===== src/rftag_pkg.sv =====
// Constants and types for the RF tag state and request-flag controller.
// Assumes a 50 MHz system clock and a 32-bit AXI4-Lite register bus.
package rftag_pkg;

  // ==========================================================
  // Clock and protocol states
  localparam int unsigned CLK_PERIOD_NS = 20;

  typedef enum logic [3:0] {
    RFTAG_OFF = 4'b0001,
    RFTAG_READY = 4'b0010,
    RFTAG_QUIET = 4'b0100,
    RFTAG_SELECTED = 4'b1000
  } rftag_state_t;

  // ==========================================================
  // Request flag bit positions (bit 1 of the byte is index 0)
  localparam int unsigned FLG_SUBCARRIER = 0;
  localparam int unsigned FLG_DATA_RATE = 1;
  localparam int unsigned FLG_INVENTORY = 2;
  localparam int unsigned FLG_EXTENSION = 3;
  localparam int unsigned FLG_SELECT = 4;
  localparam int unsigned FLG_ADDRESS = 5;
  localparam int unsigned FLG_FAMILY = 4;
  localparam int unsigned FLG_SLOTS = 5;

  localparam logic [7:0] ERR_OPTION = 8'h03;

  // Command codes that move the state or pick a reply format
  localparam logic [7:0] CMD_STAY_QUIET = 8'h02;
  localparam logic [7:0] CMD_SELECT = 8'h25;
  localparam logic [7:0] CMD_RESET_READY = 8'h26;
  localparam logic [7:0] CMD_SYSINFO = 8'h2b;

  // ==========================================================
  // Register map (byte offsets) and fields
  localparam logic [7:0] OFF_CTRL = 8'h00;
  localparam logic [7:0] OFF_STATUS = 8'h04;
  localparam logic [7:0] OFF_ID_LO = 8'h08;
  localparam logic [7:0] OFF_ID_HI = 8'h0c;
  localparam logic [7:0] OFF_FAMILY = 8'h10;
  localparam logic [7:0] OFF_REQCNT = 8'h14;
  localparam logic CTRL_EN_RESET = 1'b1;
  localparam logic [1:0] RESP_OKAY = 2'b00;
  localparam logic [1:0] RESP_SLVERR = 2'b10;

endpackage : rftag_pkg


===== src/rftag_ctrl.sv =====
// RF tag protocol state machine and request-flag decoder, AXI4-Lite slave.
// Assumes a frame decoder on I_SYS_CLK delivering one request per pulse,
// and an asynchronous field-energy detector on I_FIELD_OK.
//
// Behaviour
// - Four states only: off, ready, quiet, selected; state gates every answer.
// - Off without field energy; enters ready once energy is present.
// - Ready answers requests without the selection-gate bit, ignores those with it unless the addressing bit is set too.
// - Quiet answers addressed and inventory requests, except inventory ones with the slots bit set.
// - Selected answers select-mode, matching addressed and non-addressed requests.
// - Non-addressed non-select request: ready and selected answer, quiet silent.
// - Off again after field absent for the field-loss time.
// - Addressing bit set, selection-gate bit clear: compare serial id, answer on match, silent otherwise.
// - Addressing and selection-gate bits clear: no id present, every tag except a quiet one executes and answers.
// - Selection-gate bit set, addressing bit clear: no id, only a selected tag answers.
// - Eight flag bits; inventory bit 3 picks the meaning of bits 5 to 8.
// - Flag bit 1 picks one or two reply subcarriers.
// - Flag bit 2 picks low or high reply data rate.
// - Flag bit 4 marks the extended protocol format.
// - System information reply is rich with extension bit set, standard otherwise.
// - Without inventory, bit 5 is the selection-gate bit.
// - Without inventory, bit 6 is the addressing bit.
// - With inventory, bit 5 marks an application family field present.
// - With inventory, bit 6 picks one slot when set, sixteen when clear.
// - A request with a failed CRC is dropped without answer.
// - An optional field is present exactly when its flag is set.
//
// The address map and the AXI4-Lite slave port were decided locally.
`timescale 1ns/100ps
`default_nettype none

module rftag_ctrl
  import rftag_pkg::*;
#(
  parameter int unsigned FIELD_LOSS_NS = 1000000,
  parameter logic [63:0] TAG_ID_RESET = 64'h0123_4567_89ab_cdef, // Arbitrary value
  parameter logic [7:0] FAMILY_RESET = 8'h00,
  parameter int unsigned ADDR_W = 8
) (
  input wire logic I_SYS_CLK,
  input wire logic I_RESET,
  input wire logic I_FIELD_OK,
  input wire logic I_REQ_VALID,
  input wire logic I_REQ_CRC_OK,
  input wire logic [7:0] I_REQ_FLAGS,
  input wire logic [7:0] I_REQ_CMD,
  input wire logic [63:0] I_REQ_ID,
  input wire logic [7:0] I_REQ_FAMILY,
  input wire logic [ADDR_W-1:0] I_AWADDR,
  input wire logic I_AWVALID,
  output logic O_AWREADY,
  input wire logic [31:0] I_WDATA,
  input wire logic [3:0] I_WSTRB,
  input wire logic I_WVALID,
  output logic O_WREADY,
  output logic [1:0] O_BRESP,
  output logic O_BVALID,
  input wire logic I_BREADY,
  input wire logic [ADDR_W-1:0] I_ARADDR,
  input wire logic I_ARVALID,
  output logic O_ARREADY,
  output logic [31:0] O_RDATA,
  output logic [1:0] O_RRESP,
  output logic O_RVALID,
  input wire logic I_RREADY,
  output logic [3:0] O_STATE,
  output logic O_RSP_VALID,
  output logic O_RSP_ANSWER,
  output logic O_RSP_ERROR,
  output logic [7:0] O_RSP_CODE,
  output logic O_TWO_SUBCARRIERS,
  output logic O_HIGH_RATE,
  output logic O_EXTENDED,
  output logic O_RICH_SYSINFO,
  output logic O_FAMILY_PRESENT,
  output logic O_SINGLE_SLOT
);

  // ==========================================================
  // Field-loss timing
  localparam int unsigned LOSS_RAW = (FIELD_LOSS_NS + CLK_PERIOD_NS - 1) / CLK_PERIOD_NS;
  localparam int unsigned LOSS_CYC = (LOSS_RAW < 1) ? 1 : LOSS_RAW;
  localparam int unsigned LOSS_W = $clog2(LOSS_CYC + 1);
  localparam logic [LOSS_W-1:0] LOSS_LAST = LOSS_W'(LOSS_CYC - 1);

  typedef struct packed {
    logic [2:0] fsync;
    logic field;
    rftag_state_t state;
    logic [LOSS_W-1:0] loss_cnt;
    logic ctrl_en;
    logic [63:0] tag_id;
    logic [7:0] family;
    logic [15:0] req_cnt;
    logic rsp_valid;
    logic rsp_answer;
    logic rsp_error;
    logic [7:0] rsp_code;
    logic two_sub;
    logic high_rate;
    logic extended;
    logic rich_info;
    logic fam_present;
    logic single_slot;
    logic awready;
    logic wready;
    logic bvalid;
    logic [1:0] bresp;
    logic arready;
    logic rvalid;
    logic [31:0] rdata;
    logic [1:0] rresp;
  } rftag_regs_t;

  rftag_regs_t r;
  rftag_regs_t n;

  // ==========================================================
  // Answer decision: returns {answer, error}
  function automatic logic [1:0] rftag_decide(input rftag_state_t cur, input logic [7:0] f,
                                              input logic id_hit, input logic fam_hit);
    logic ans;
    logic err;
    ans = 1'b0;
    err = 1'b0;
    if (cur == RFTAG_OFF) begin
      ans = 1'b0;
    end else if (f[FLG_INVENTORY]) begin
      if (cur == RFTAG_QUIET && f[FLG_SLOTS]) begin
        ans = 1'b0;
      end else begin
        ans = !f[FLG_FAMILY] || fam_hit;
      end
    end else if (f[FLG_SELECT] && f[FLG_ADDRESS]) begin
      ans = 1'b1;
      err = 1'b1;
    end else if (f[FLG_SELECT]) begin
      ans = (cur == RFTAG_SELECTED);
    end else if (f[FLG_ADDRESS]) begin
      ans = id_hit;
    end else begin
      ans = (cur != RFTAG_QUIET);
    end
    return {ans, err};
  endfunction : rftag_decide

  function automatic logic [31:0] rftag_merge(input logic [31:0] old, input logic [31:0] data,
                                              input logic [3:0] strb);
    logic [31:0] res;
    res = old;
    for (int i = 0; i < 4; i++) begin
      if (strb[i]) begin
        res[i*8 +: 8] = data[i*8 +: 8];
      end
    end
    return res;
  endfunction : rftag_merge

  function automatic logic [7:0] rftag_word(input logic [ADDR_W-1:0] a);
    return {a[7:2], 2'b00};
  endfunction : rftag_word

  // ==========================================================
  // Next-state logic
  logic id_hit;
  logic fam_hit;
  logic [1:0] verdict;
  logic [31:0] merged;

  assign id_hit = (I_REQ_ID == r.tag_id);
  assign fam_hit = (I_REQ_FAMILY == r.family);
  assign verdict = rftag_decide(r.state, I_REQ_FLAGS, id_hit, fam_hit);

  always_comb begin
    n = r;
    merged = 32'h0000_0000;
    n.fsync = {r.fsync[1:0], I_FIELD_OK};
    if (r.fsync[2] == r.fsync[1]) begin
      n.field = r.fsync[2];
    end
    n.rsp_valid = 1'b0;

    // Field energy supervision
    if (r.field) begin
      n.loss_cnt = '0;
      if (r.state == RFTAG_OFF) begin
        n.state = RFTAG_READY;
      end
    end else if (r.state != RFTAG_OFF) begin
      if (r.loss_cnt == LOSS_LAST) begin
        n.state = RFTAG_OFF;
        n.loss_cnt = '0;
      end else begin
        n.loss_cnt = r.loss_cnt + 1'b1;
      end
    end

    // Request handling; reserved bit 8 and option bit are not looked at
    if (I_REQ_VALID && r.field) begin
      n.rsp_valid = 1'b1;
      n.req_cnt = r.req_cnt + 1'b1;
      n.rsp_answer = verdict[1] && I_REQ_CRC_OK && r.ctrl_en;
      n.rsp_error = verdict[0];
      n.rsp_code = verdict[0] ? ERR_OPTION : 8'h00;
      n.two_sub = I_REQ_FLAGS[FLG_SUBCARRIER];
      n.high_rate = I_REQ_FLAGS[FLG_DATA_RATE];
      n.extended = I_REQ_FLAGS[FLG_EXTENSION];
      n.rich_info = I_REQ_FLAGS[FLG_EXTENSION] && (I_REQ_CMD == CMD_SYSINFO);
      n.fam_present = I_REQ_FLAGS[FLG_INVENTORY] && I_REQ_FLAGS[FLG_FAMILY];
      n.single_slot = I_REQ_FLAGS[FLG_INVENTORY] && I_REQ_FLAGS[FLG_SLOTS];
      if (I_REQ_CRC_OK && r.ctrl_en && r.state != RFTAG_OFF
          && !I_REQ_FLAGS[FLG_INVENTORY] && !verdict[0]) begin
        case (I_REQ_CMD)
          CMD_STAY_QUIET: begin
            if (I_REQ_FLAGS[FLG_ADDRESS] && id_hit) begin
              n.state = RFTAG_QUIET;
            end
          end
          CMD_SELECT: begin
            if (I_REQ_FLAGS[FLG_ADDRESS] && id_hit) begin
              n.state = RFTAG_SELECTED;
            end else if (r.state == RFTAG_SELECTED) begin
              n.state = RFTAG_READY;
            end
          end
          CMD_RESET_READY: begin
            if (verdict[1]) begin
              n.state = RFTAG_READY;
            end
          end
          default: begin
            n.state = n.state;
          end
        endcase
      end
    end

    // AXI4-Lite write: both channels taken together, answer one cycle later
    n.awready = 1'b0;
    n.wready = 1'b0;
    if (r.bvalid && I_BREADY) begin
      n.bvalid = 1'b0;
    end
    if (I_AWVALID && I_WVALID && !r.awready && !r.bvalid) begin
      n.awready = 1'b1;
      n.wready = 1'b1;
    end
    if (r.awready) begin
      n.bvalid = 1'b1;
      n.bresp = RESP_OKAY;
      case (rftag_word(I_AWADDR))
        OFF_CTRL: begin
          merged = rftag_merge({31'h0000_0000, r.ctrl_en}, I_WDATA, I_WSTRB);
          n.ctrl_en = merged[0];
        end
        OFF_ID_LO: begin
          n.tag_id[31:0] = rftag_merge(r.tag_id[31:0], I_WDATA, I_WSTRB);
        end
        OFF_ID_HI: begin
          n.tag_id[63:32] = rftag_merge(r.tag_id[63:32], I_WDATA, I_WSTRB);
        end
        OFF_FAMILY: begin
          merged = rftag_merge({24'h00_0000, r.family}, I_WDATA, I_WSTRB);
          n.family = merged[7:0];
        end
        OFF_STATUS, OFF_REQCNT: begin
          n.bresp = RESP_OKAY;
        end
        default: begin
          n.bresp = RESP_SLVERR;
        end
      endcase
    end

    // AXI4-Lite read: data one cycle after the address is taken
    n.arready = 1'b0;
    if (r.rvalid && I_RREADY) begin
      n.rvalid = 1'b0;
    end
    if (I_ARVALID && !r.arready && !r.rvalid) begin
      n.arready = 1'b1;
    end
    if (r.arready) begin
      n.rvalid = 1'b1;
      n.rresp = RESP_OKAY;
      case (rftag_word(I_ARADDR))
        OFF_CTRL: n.rdata = {31'h0000_0000, r.ctrl_en};
        OFF_STATUS: n.rdata = {25'h000_0000, r.rsp_error, r.rsp_answer, r.field, r.state};
        OFF_ID_LO: n.rdata = r.tag_id[31:0];
        OFF_ID_HI: n.rdata = r.tag_id[63:32];
        OFF_FAMILY: n.rdata = {24'h00_0000, r.family};
        OFF_REQCNT: n.rdata = {16'h0000, r.req_cnt};
        default: begin
          n.rdata = 32'h0000_0000;
          n.rresp = RESP_SLVERR;
        end
      endcase
    end
  end

  // ==========================================================
  // State register
  always_ff @(posedge I_SYS_CLK or posedge I_RESET) begin
    if (I_RESET) begin
      r <= '0;
      r.state <= RFTAG_OFF;
      r.ctrl_en <= CTRL_EN_RESET;
      r.tag_id <= TAG_ID_RESET;
      r.family <= FAMILY_RESET;
    end else begin
      r <= n;
    end
  end

  assign O_AWREADY = r.awready;
  assign O_WREADY = r.wready;
  assign O_BVALID = r.bvalid;
  assign O_BRESP = r.bresp;
  assign O_ARREADY = r.arready;
  assign O_RVALID = r.rvalid;
  assign O_RDATA = r.rdata;
  assign O_RRESP = r.rresp;
  assign O_STATE = r.state;
  assign O_RSP_VALID = r.rsp_valid;
  assign O_RSP_ANSWER = r.rsp_answer;
  assign O_RSP_ERROR = r.rsp_error;
  assign O_RSP_CODE = r.rsp_code;
  assign O_TWO_SUBCARRIERS = r.two_sub;
  assign O_HIGH_RATE = r.high_rate;
  assign O_EXTENDED = r.extended;
  assign O_RICH_SYSINFO = r.rich_info;
  assign O_FAMILY_PRESENT = r.fam_present;
  assign O_SINGLE_SLOT = r.single_slot;

  logic req_ok;
  assign req_ok = I_REQ_VALID && r.field && I_REQ_CRC_OK && r.ctrl_en;
endmodule : rftag_ctrl

`default_nettype wire


===== config.mk =====
export PLATFORM = sky130hd
export DESIGN_NAME = rftag_ctrl
export DESIGN_NICKNAME = d
export VERILOG_FILES = /design/src/rftag_pkg.sv /design/src/rftag_ctrl.sv
export SDC_FILE = /design/constraint.sdc
export NUM_CORES = 1
export LEC_CHECK = 0
export ABC_AREA = 1
export CAP_MARGIN = 20
export CORE_MARGIN = 1.5
export CORE_UTILIZATION = 30
export DETAILED_ROUTE_END_ITERATION = 12
export DONT_BUFFER_PORTS = 1
export MAX_ROUTING_LAYER = met4
export PLACE_DENSITY = 0.46
export SYNTH_ARGS = -nofsm -noshare
export SYNTH_HDL_FRONTEND = slang
export SYNTH_SLANG_ARGS = --single-unit

===== constraint.sdc =====
create_clock -name I_SYS_CLK -period 6.4 [get_ports I_SYS_CLK]
set_input_delay 0.32 -clock I_SYS_CLK [delete_from_list [all_inputs] [get_ports I_SYS_CLK]]
set_output_delay 0.32 -clock I_SYS_CLK [all_outputs]
set_load 0.01 [all_outputs]

==> results of run 1 <==
==> synthesized netlist by cell type, types with 3 or more instances <==
cell      instances
nand2_1         311
inv_1           173
dfrtp_1         126
nor2_1          117
o21ai_0          98
buf_4            49
a21oi_1          37
nand3_1          37
dfstp_2          34
nand4_1          33
clkbuf_1         25
o22ai_1          21
xor2_1           21
nor3_1           18
a22oi_1          17
inv_2            15
xnor2_1          15
nor4_1            8
a211oi_1          7
o21ai_1           7
or2_2             7
mux2_2            4
a221oi_1          3
a31oi_1           3
nand3_2           3
nand3b_1          3
o32ai_1           3
==> area by class of cell <==
cell class / instances / share of cell area
clock buffers: 19 / 0.0440
well taps: 390 / 0.0484
inverters: 190 / 0.0713
flip-flops and latches: 160 / 0.402
clock inverters: 13 / 0.0107
repair buffers: 32 / 0.0325
multi-input cells: 802 / 0.392
==> cells by family after synthesis <==
kind of cell,Yosys count,synth area share
AOI/OAI and AO/OA,204,0.127
xor gates and xnor gates,36,0.0346
adders and majority gates,3,0.00384
buffers and inverters,264,0.129
DFF,160,0.443
muxes,4,0.00494
other,1,0.000411
and+or+nand+nor,547,0.257
==> final timing paths <==
| path | from | endpoint | cells after the start |
|---|---|---|---|
| worst max-delay path | r[144]$_DFFE_PP0P_ | O_STATE[2]$_DFF_PP0_ | 14 |
| worst min-delay path | I_WDATA[1] | r[115]$_DFFE_PP1P_ | 2 |
| worst max register to register | r[144]$_DFFE_PP0P_ | O_STATE[2]$_DFF_PP0_ | 14 |
| worst min register to register | n[169]$_DFF_PP0_ | n[170]$_DFF_PP0_ | 0 |
| max in group asynchronous | I_RESET | r[74]$_DFFE_PP0P_ | 4 |
| min in group asynchronous | I_RESET | r[71]$_DFFE_PP0P_ | 2 |
==> report_power, final <==
| part | internal (mW) | switching, mW |
|---|---|---|
| logic | 0.0924 | 0.182 |
| registers | 1.09 | 0.0799 |
| clock network | 0.514 | 0.476 |
==> per-layer routing <==
layer	wire length (µm)	track usage	vias to the layer above
li1	-	-	3830
met5	0	-	-
met2	14700	0.329	234
met1	13600	0.257	3691
met3	2510	0.0651	36
met4	490	0.0532	0
==> timing repair <==
action                     4_1_cts  5_1_grt
setup endpoints to repair        0        0
hold buffers                    26        1
hold endpoints to repair        28       16
buffers inserted                 0        0
==> stage by stage <==
step	total power, mW	hold slack, ns
4_1_cts	2.45	0.000534
3_3_place_gp	1.44	0.340
2_1_floorplan	1.38	0.331
6_report	2.43	0.0104
5_1_grt	2.54	0.00654
3_5_place_dp	1.44	0.345
==> placed cells by master, fill, tap and decap left out, types with 8 or more instances in the layout <==
master and instances:
conb_1 8, dfstp_2 34, nor3_1 18, nand2_1 311
a22oi_1 17, inv_1 171, xnor2_1 15, xor2_1 21
a21oi_1 37, nand3_1 37, o22ai_1 21, nor2_1 117
dfrtp_1 126, inv_2 16, dlygate4sd3_1 27, o21ai_0 98
nand4_1 33, clkbuf_16 17
==> flip-flops by register name, indices dropped and copies added, names as in the netlist <==
register and flops:
O_FAMILY_PRESENT 1, r 107, O_SINGLE_SLOT 1, O_TWO_SUBCARRIERS 1
O_RICH_SYSINFO 1, O_RRESP 1, O_ARREADY 1, O_AWREADY 1
n 2, O_RVALID 1, O_RSP_CODE 1, O_RSP_ANSWER 1
O_HIGH_RATE 1, O_RDATA 32, O_STATE 4, O_BRESP 1
O_RSP_VALID 1, O_BVALID 1, O_EXTENDED 1
==> worst register-to-register path: cells and delay by family, from the launching register on <==
kind / cells / cell delay, ns
XOR/XNOR: 1 / 0.42
AND/OR/NAND/NOR: 12 / 1.31
flip-flops: 1 / 0.40
buffers and inverters: 1 / 0.04
==> flow_metrics.env, run 1 <==
export IMPL_status="finished clean"
export IMPL_cp_slowest_stage_delay_ns=0.42
export IMPL_cts_resized=0
export IMPL_drt_iter0_markers=502
export IMPL_post_route_period_util=0.358
export IMPL_yosys_area_top_type_share=0.346
export IMPL_cts_tree="yes"
export IMPL_fin_skew_ns=0.0162
export IMPL_drc=0
export IMPL_yosys_warnings=0
export IMPL_grt_pass1_vias=7665
export IMPL_power_density_nw_per_um2=241
export IMPL_dr_pass1_iters=5
export IMPL_critPathLaunchType="flip-flop"
export IMPL_rsz0062_at_grt="false"
export IMPL_synth_yosys_seq_area_share=0.443
export IMPL_finalMaxSlewViolations=0
export IMPL_overflow=0
export IMPL_yosys_top_cells_area="dfrtp_1 35%, nand2_1 13%, dfstp_2 9.8%, inv_1 7.1%, o21ai_0 5.4%"
export IMPL_seqCellArea_um2=4050
export IMPL_dp_cells=1546
export IMPL_fillers=3232
export IMPL_r2r_setup_slack_ns=4.11
export IMPL_vias=7791
export IMPL_dieWidth_um=177
export IMPL_synthFlopType="dfrtp_1"
export IMPL_fin_tns_setup_ns=0
export IMPL_pre_cts_slack_ns=3.78
export IMPL_cp_slowest_cell="xnor2_1"
export IMPL_syn_inst=1219
export IMPL_viasPerCell=4.85
export IMPL_antenna_cells=0
export IMPL_cts_max_path_buffers=2
export IMPL_crit_top_cell="nand2_1"
export IMPL_setup_viol=0
export IMPL_portBuffers=0
export IMPL_ys_seq_elements=160
export IMPL_maxCapViolCount=0
export IMPL_postSynthAreaPerCell_um2=7.49
export IMPL_critPathArrivalTime_ns=2.63
export IMPL_synthArstFlopShare=1.00
export IMPL_num_rows=63
export IMPL_grt_use_total=0.208
export IMPL_htree_levels=4
export IMPL_die_area_um2=31500
export IMPL_worstHoldPathType="in -> reg"
export IMPL_place_gp_congestion=0.919
export IMPL_cp_top_family="simple AND/OR/NAND/NOR gates"
export IMPL_initial_utilization=0.306
export IMPL_area_delta_synth_final_pct=10.4
export IMPL_fin_area_um2=10100
export IMPL_fmax_ghz=0.436
export IMPL_ir_drop_mv=0.152
export IMPL_cts_sinks=160
export IMPL_endpoint_kind="flip-flop"
export IMPL_totalWireLength_mm=31.3
export IMPL_synth_area_leader_cell="dfrtp_1"
export IMPL_relSlewSlack=0.283
export IMPL_place_area_um2=9230
export IMPL_netlist_cell_type_count=45
export IMPL_synth_edf_count=0
export IMPL_cp_max_fo=3
export IMPL_grt_pass1_wl_mm=46.4
export IMPL_cts_buffers=17
export IMPL_drive_gt1_frac=0.0896
export IMPL_path_cells="xnor2_1 > nand3_1 > nor2_1 > nand2_1 > nor2_1 > nand3_1 > nand2_1 > nand2_1 > nand2_1 > nand3_1 > nand2_1 > nand4_1 > nand2_1 > inv_1"
export IMPL_fin_nets=1355
export IMPL_worst_path_buf_inv=1
export IMPL_min_period_ns=2.29
export IMPL_worst_slack_ns=4.11
export IMPL_dp_hpwl_mm=24.2
export IMPL_grt_antenna_before_repair=0
export IMPL_die_h_um=177
export IMPL_worst_slew_pin_transition_ns=1.07
export IMPL_pin_count=212
export IMPL_hold_viol=0
export IMPL_clk_pin_slew_worst_paths_ns=0.07
export IMPL_postRouteAntennaNets=0
export IMPL_stdcell_count=1606
export IMPL_routedWlPerCell_um=19.5
export IMPL_crit_required_ns=6.73
export IMPL_grt_start_max_net_pins=106
export IMPL_cts_root_buf="clkbuf_16"
export IMPL_multi_input_area_um2=3950
export IMPL_core_um2=29800
export IMPL_clock_latency_ns=0.44
export IMPL_path_class="reg -> reg"
export IMPL_fin_util=0.338
export IMPL_leakage_nw=4.77
export IMPL_syn_area_um2=9130
(Power assumes the default switching activity.)
==> run 2, diff against run 1 <==
Settings changed: ABC_AREA 1 to 0.
Clock period 6.4 ns to 2.15 ns, I/O delays scaled along.
==> run 2 against run 1 <==
Effect of this change: first-iteration DRC count down 33%; clock power grew to 3.2 times the previous value; critical endpoint is now O_STATE[3]$_DFF_PP0_; largest cell class is now multi-input combinational cells; hold slack better by 0.023 ns; die area is 4.5% lower; combinational power grew to 2.9 times the previous value; sequential power increased to 2.9 times the previous value.
==> flow_metrics.env, run 2 <==
export IMPL_status="finished clean"
export IMPL_largest_register_ffs=107
export IMPL_path_cells="nor2b_2 > or4_4 > nor4_2 > and3_4 > and2_4 > o311a_4 > o211ai_2"
export IMPL_portBuffers=0
export IMPL_seqCellArea_um2=4050
export IMPL_core_um2=28600
export IMPL_postSynthAreaPerCell_um2=11.1
export IMPL_fin_nets=1010
export IMPL_drive_gt1_frac=0.258
export IMPL_drt_iter0_markers=337
export IMPL_drc=0
export IMPL_syn_area_um2=8710
export IMPL_crit_required_ns=2.45
export IMPL_min_period_ns=2.14
export IMPL_cts_sinks=160
export IMPL_leakage_nw=4.67
export IMPL_htree_levels=4
export IMPL_worstSetupStartpoint="r[101]$_DFFE_PP1P_"
export IMPL_largest_register="r"
export IMPL_critPathArrivalTime_ns=2.44
export IMPL_worst_slew_pin_transition_ns=0.844
export IMPL_synth_most_common_cell="dfrtp_1"
export IMPL_grt_use_total=0.193
export IMPL_clk_pin_slew_worst_paths_ns=0.07
export IMPL_power_density_nw_per_um2=691
export IMPL_grt_pass1_vias=6581
export IMPL_synthFlopType="dfrtp_1"
export IMPL_fin_tns_setup_ns=0
export IMPL_synth_simple_area_share=0.151
export IMPL_overflow=0
export IMPL_multi_input_area_um2=4280
export IMPL_worst_path_buf_inv=0
export IMPL_relSlewSlack=0.436
export IMPL_yosys_top_cells_area="dfrtp_1 36%, dfstp_2 10%, mux2_2 6.5%, buf_4 4.4%, xor2_1 4.2%"
export IMPL_rsz0062_at_grt="true"
export IMPL_synth_adder_area_share=0.00402
export IMPL_totalWireLength_mm=27.6
export IMPL_ys_seq_elements=160
export IMPL_place_gp_congestion=0.845
export IMPL_final_common_cell="dfrtp_1"
export IMPL_dp_hpwl_mm=20.9
export IMPL_grt_pass1_wl_mm=41.9
export IMPL_cp_max_fo=5
export IMPL_fmax_ghz=0.467
export IMPL_clock_latency_ns=0.44
export IMPL_num_rows=62
export IMPL_endpoint_kind="flip-flop"
export IMPL_r2r_start="r[101]$_DFFE_PP1P_"
export IMPL_vias=6241
export IMPL_synth_commonest_cells="126 x dfrtp_1, 61 x nand2_1, 51 x buf_4, 50 x mux2_2, 42 x xor2_1"
export IMPL_syn_inst=787
export IMPL_path_class="reg -> reg"
export IMPL_cp_slowest_cell="dfstp_2"
export IMPL_fin_skew_ns=0.0168
export IMPL_muxShareOfSynthArea=0.120
export IMPL_area_delta_synth_final_pct=21.7
export IMPL_finalMaxSlewViolations=0
export IMPL_yosys_warnings=0
export IMPL_maxCapViolCount=0
export IMPL_min_from="I_ARADDR[2]"
export IMPL_post_route_period_util=0.996
export IMPL_yosys_area_top_type_share=0.362
export IMPL_cts_max_path_buffers=2
export IMPL_synth_area_leader_cell="dfrtp_1"
export IMPL_cts_root_buf="clkbuf_16"
export IMPL_cts_buffers=17
export IMPL_ir_drop_mv=0.362
export IMPL_routedWlPerCell_um=22.0
export IMPL_die_area_um2=30100
export IMPL_synth_yosys_seq_area_share=0.465
export IMPL_final_cell_mix="126 x dfrtp_1, 61 x nand2_1, 56 x dlygate4sd3_1"
export IMPL_initial_utilization=0.304
export IMPL_netlist_cell_type_count=80
export IMPL_dr_pass1_iters=5
export IMPL_dieWidth_um=173
export IMPL_synthArstFlopShare=1.00
export IMPL_critPathLaunchType="flip-flop"
export IMPL_synth_xor_area_frac=0.0835
export IMPL_synth_edf_count=0
export IMPL_stdcell_count=1256
export IMPL_cts_tree="yes"
export IMPL_setup_viol=0
export IMPL_cp_slowest_stage_delay_ns=0.54
export IMPL_viasPerCell=4.97
export IMPL_fillers=2838
export IMPL_postRouteAntennaNets=0
export IMPL_grt_start_max_net_pins=33
export IMPL_dp_cells=1164
export IMPL_synth_compound_gate_area_share=0.115
export IMPL_die_h_um=173
export IMPL_pin_count=212
export IMPL_grt_antenna_before_repair=1
export IMPL_fin_total_pwr_mw=7.32
export IMPL_worstHoldPathType="in -> reg"
export IMPL_cp_top_family="simple AND/OR/NAND/NOR gates"
export IMPL_synth_top_family_by_area="simple AND/OR/NAND/NOR gates"
export IMPL_hold_viol=0
==> run 2: routing by layer <==
layer / up-vias / wire length, µm / GRT usage
li1: 2956 / - / -
met1: 3073 / 12300 / 0.241
met2: 183 / 12800 / 0.293
met3: 29 / 1890 / 0.0610
met4: 0 / 643 / 0.0663
met5: - / 0 / -
==> run 2: path summary, 6_finish.rpt <==
check	end	slack, ns	cells after the start
max	O_STATE[3]$_DFF_PP0_	0.009	7
min	O_RDATA[7]$_DFFE_PP0P_	0.03	2
min in group asynchronous	O_BRESP[1]$_DFFE_PP0P_	0.31	2
max in group asynchronous	r[131]$_DFFE_PP1P_	1.12	3
min reg2reg	n[170]$_DFF_PP0_	0.35	0
max reg2reg	O_STATE[3]$_DFF_PP0_	0.009	7
==> run 2: power breakdown <==
group / internal [mW] / switching (mW) / total [mW] / leakage [nW]
clock network: 1.69 / 1.45 / 3.15 / 0.294
registers: 3.18 / 0.186 / 3.37 / 2.04
logic: 0.375 / 0.432 / 0.807 / 2.33
==> run 2: repair_timing <==
action	CTS	global route
setup buffers	0	3
hold endpoints to repair	122	0
gates resized for setup	6	20
pin swaps	7	7
endpoints found under the setup margin	5	13
hold buffers	57	0
gates cloned	0	0
==> run 2: logic make-up after synthesis <==
group,count (synthesis)
muxes,95
xor gates and xnor gates,83
and+or+nand+nor,225
other,1
buffers and inverters,87
adders and majority gates,3
DFF,160
AOI/OAI and AO/OA,133
==> run 2: metrics by stage <==
| step | hold slack, ns | area (µm²) | worst slack (ns) | utilization |
|---|---|---|---|---|
| finish | 0.0332 | 10600 | 0.00905 | 0.370 |
| global route | 0.0392 | 10600 | -0.0663 | 0.370 |
| CTS | 0.0130 | 10500 | -0.0288 | 0.366 |
| detailed placement | 0.139 | 9270 | -0.166 | 0.324 |
| global placement | 0.139 | 9270 | -0.164 | 0.324 |
| floorplan | 0.139 | 8740 | 0.0414 | - |
==> run 2: layout make-up <==
type	instances	share of cell area
multi-input combinational	547	0.404
sequential	160	0.382
timing repair buffer	118	0.106
tap	384	0.0454
clock buffer	18	0.0415
clock inverter	14	0.0156
inverter	14	0.00532
antenna	1	0.000236
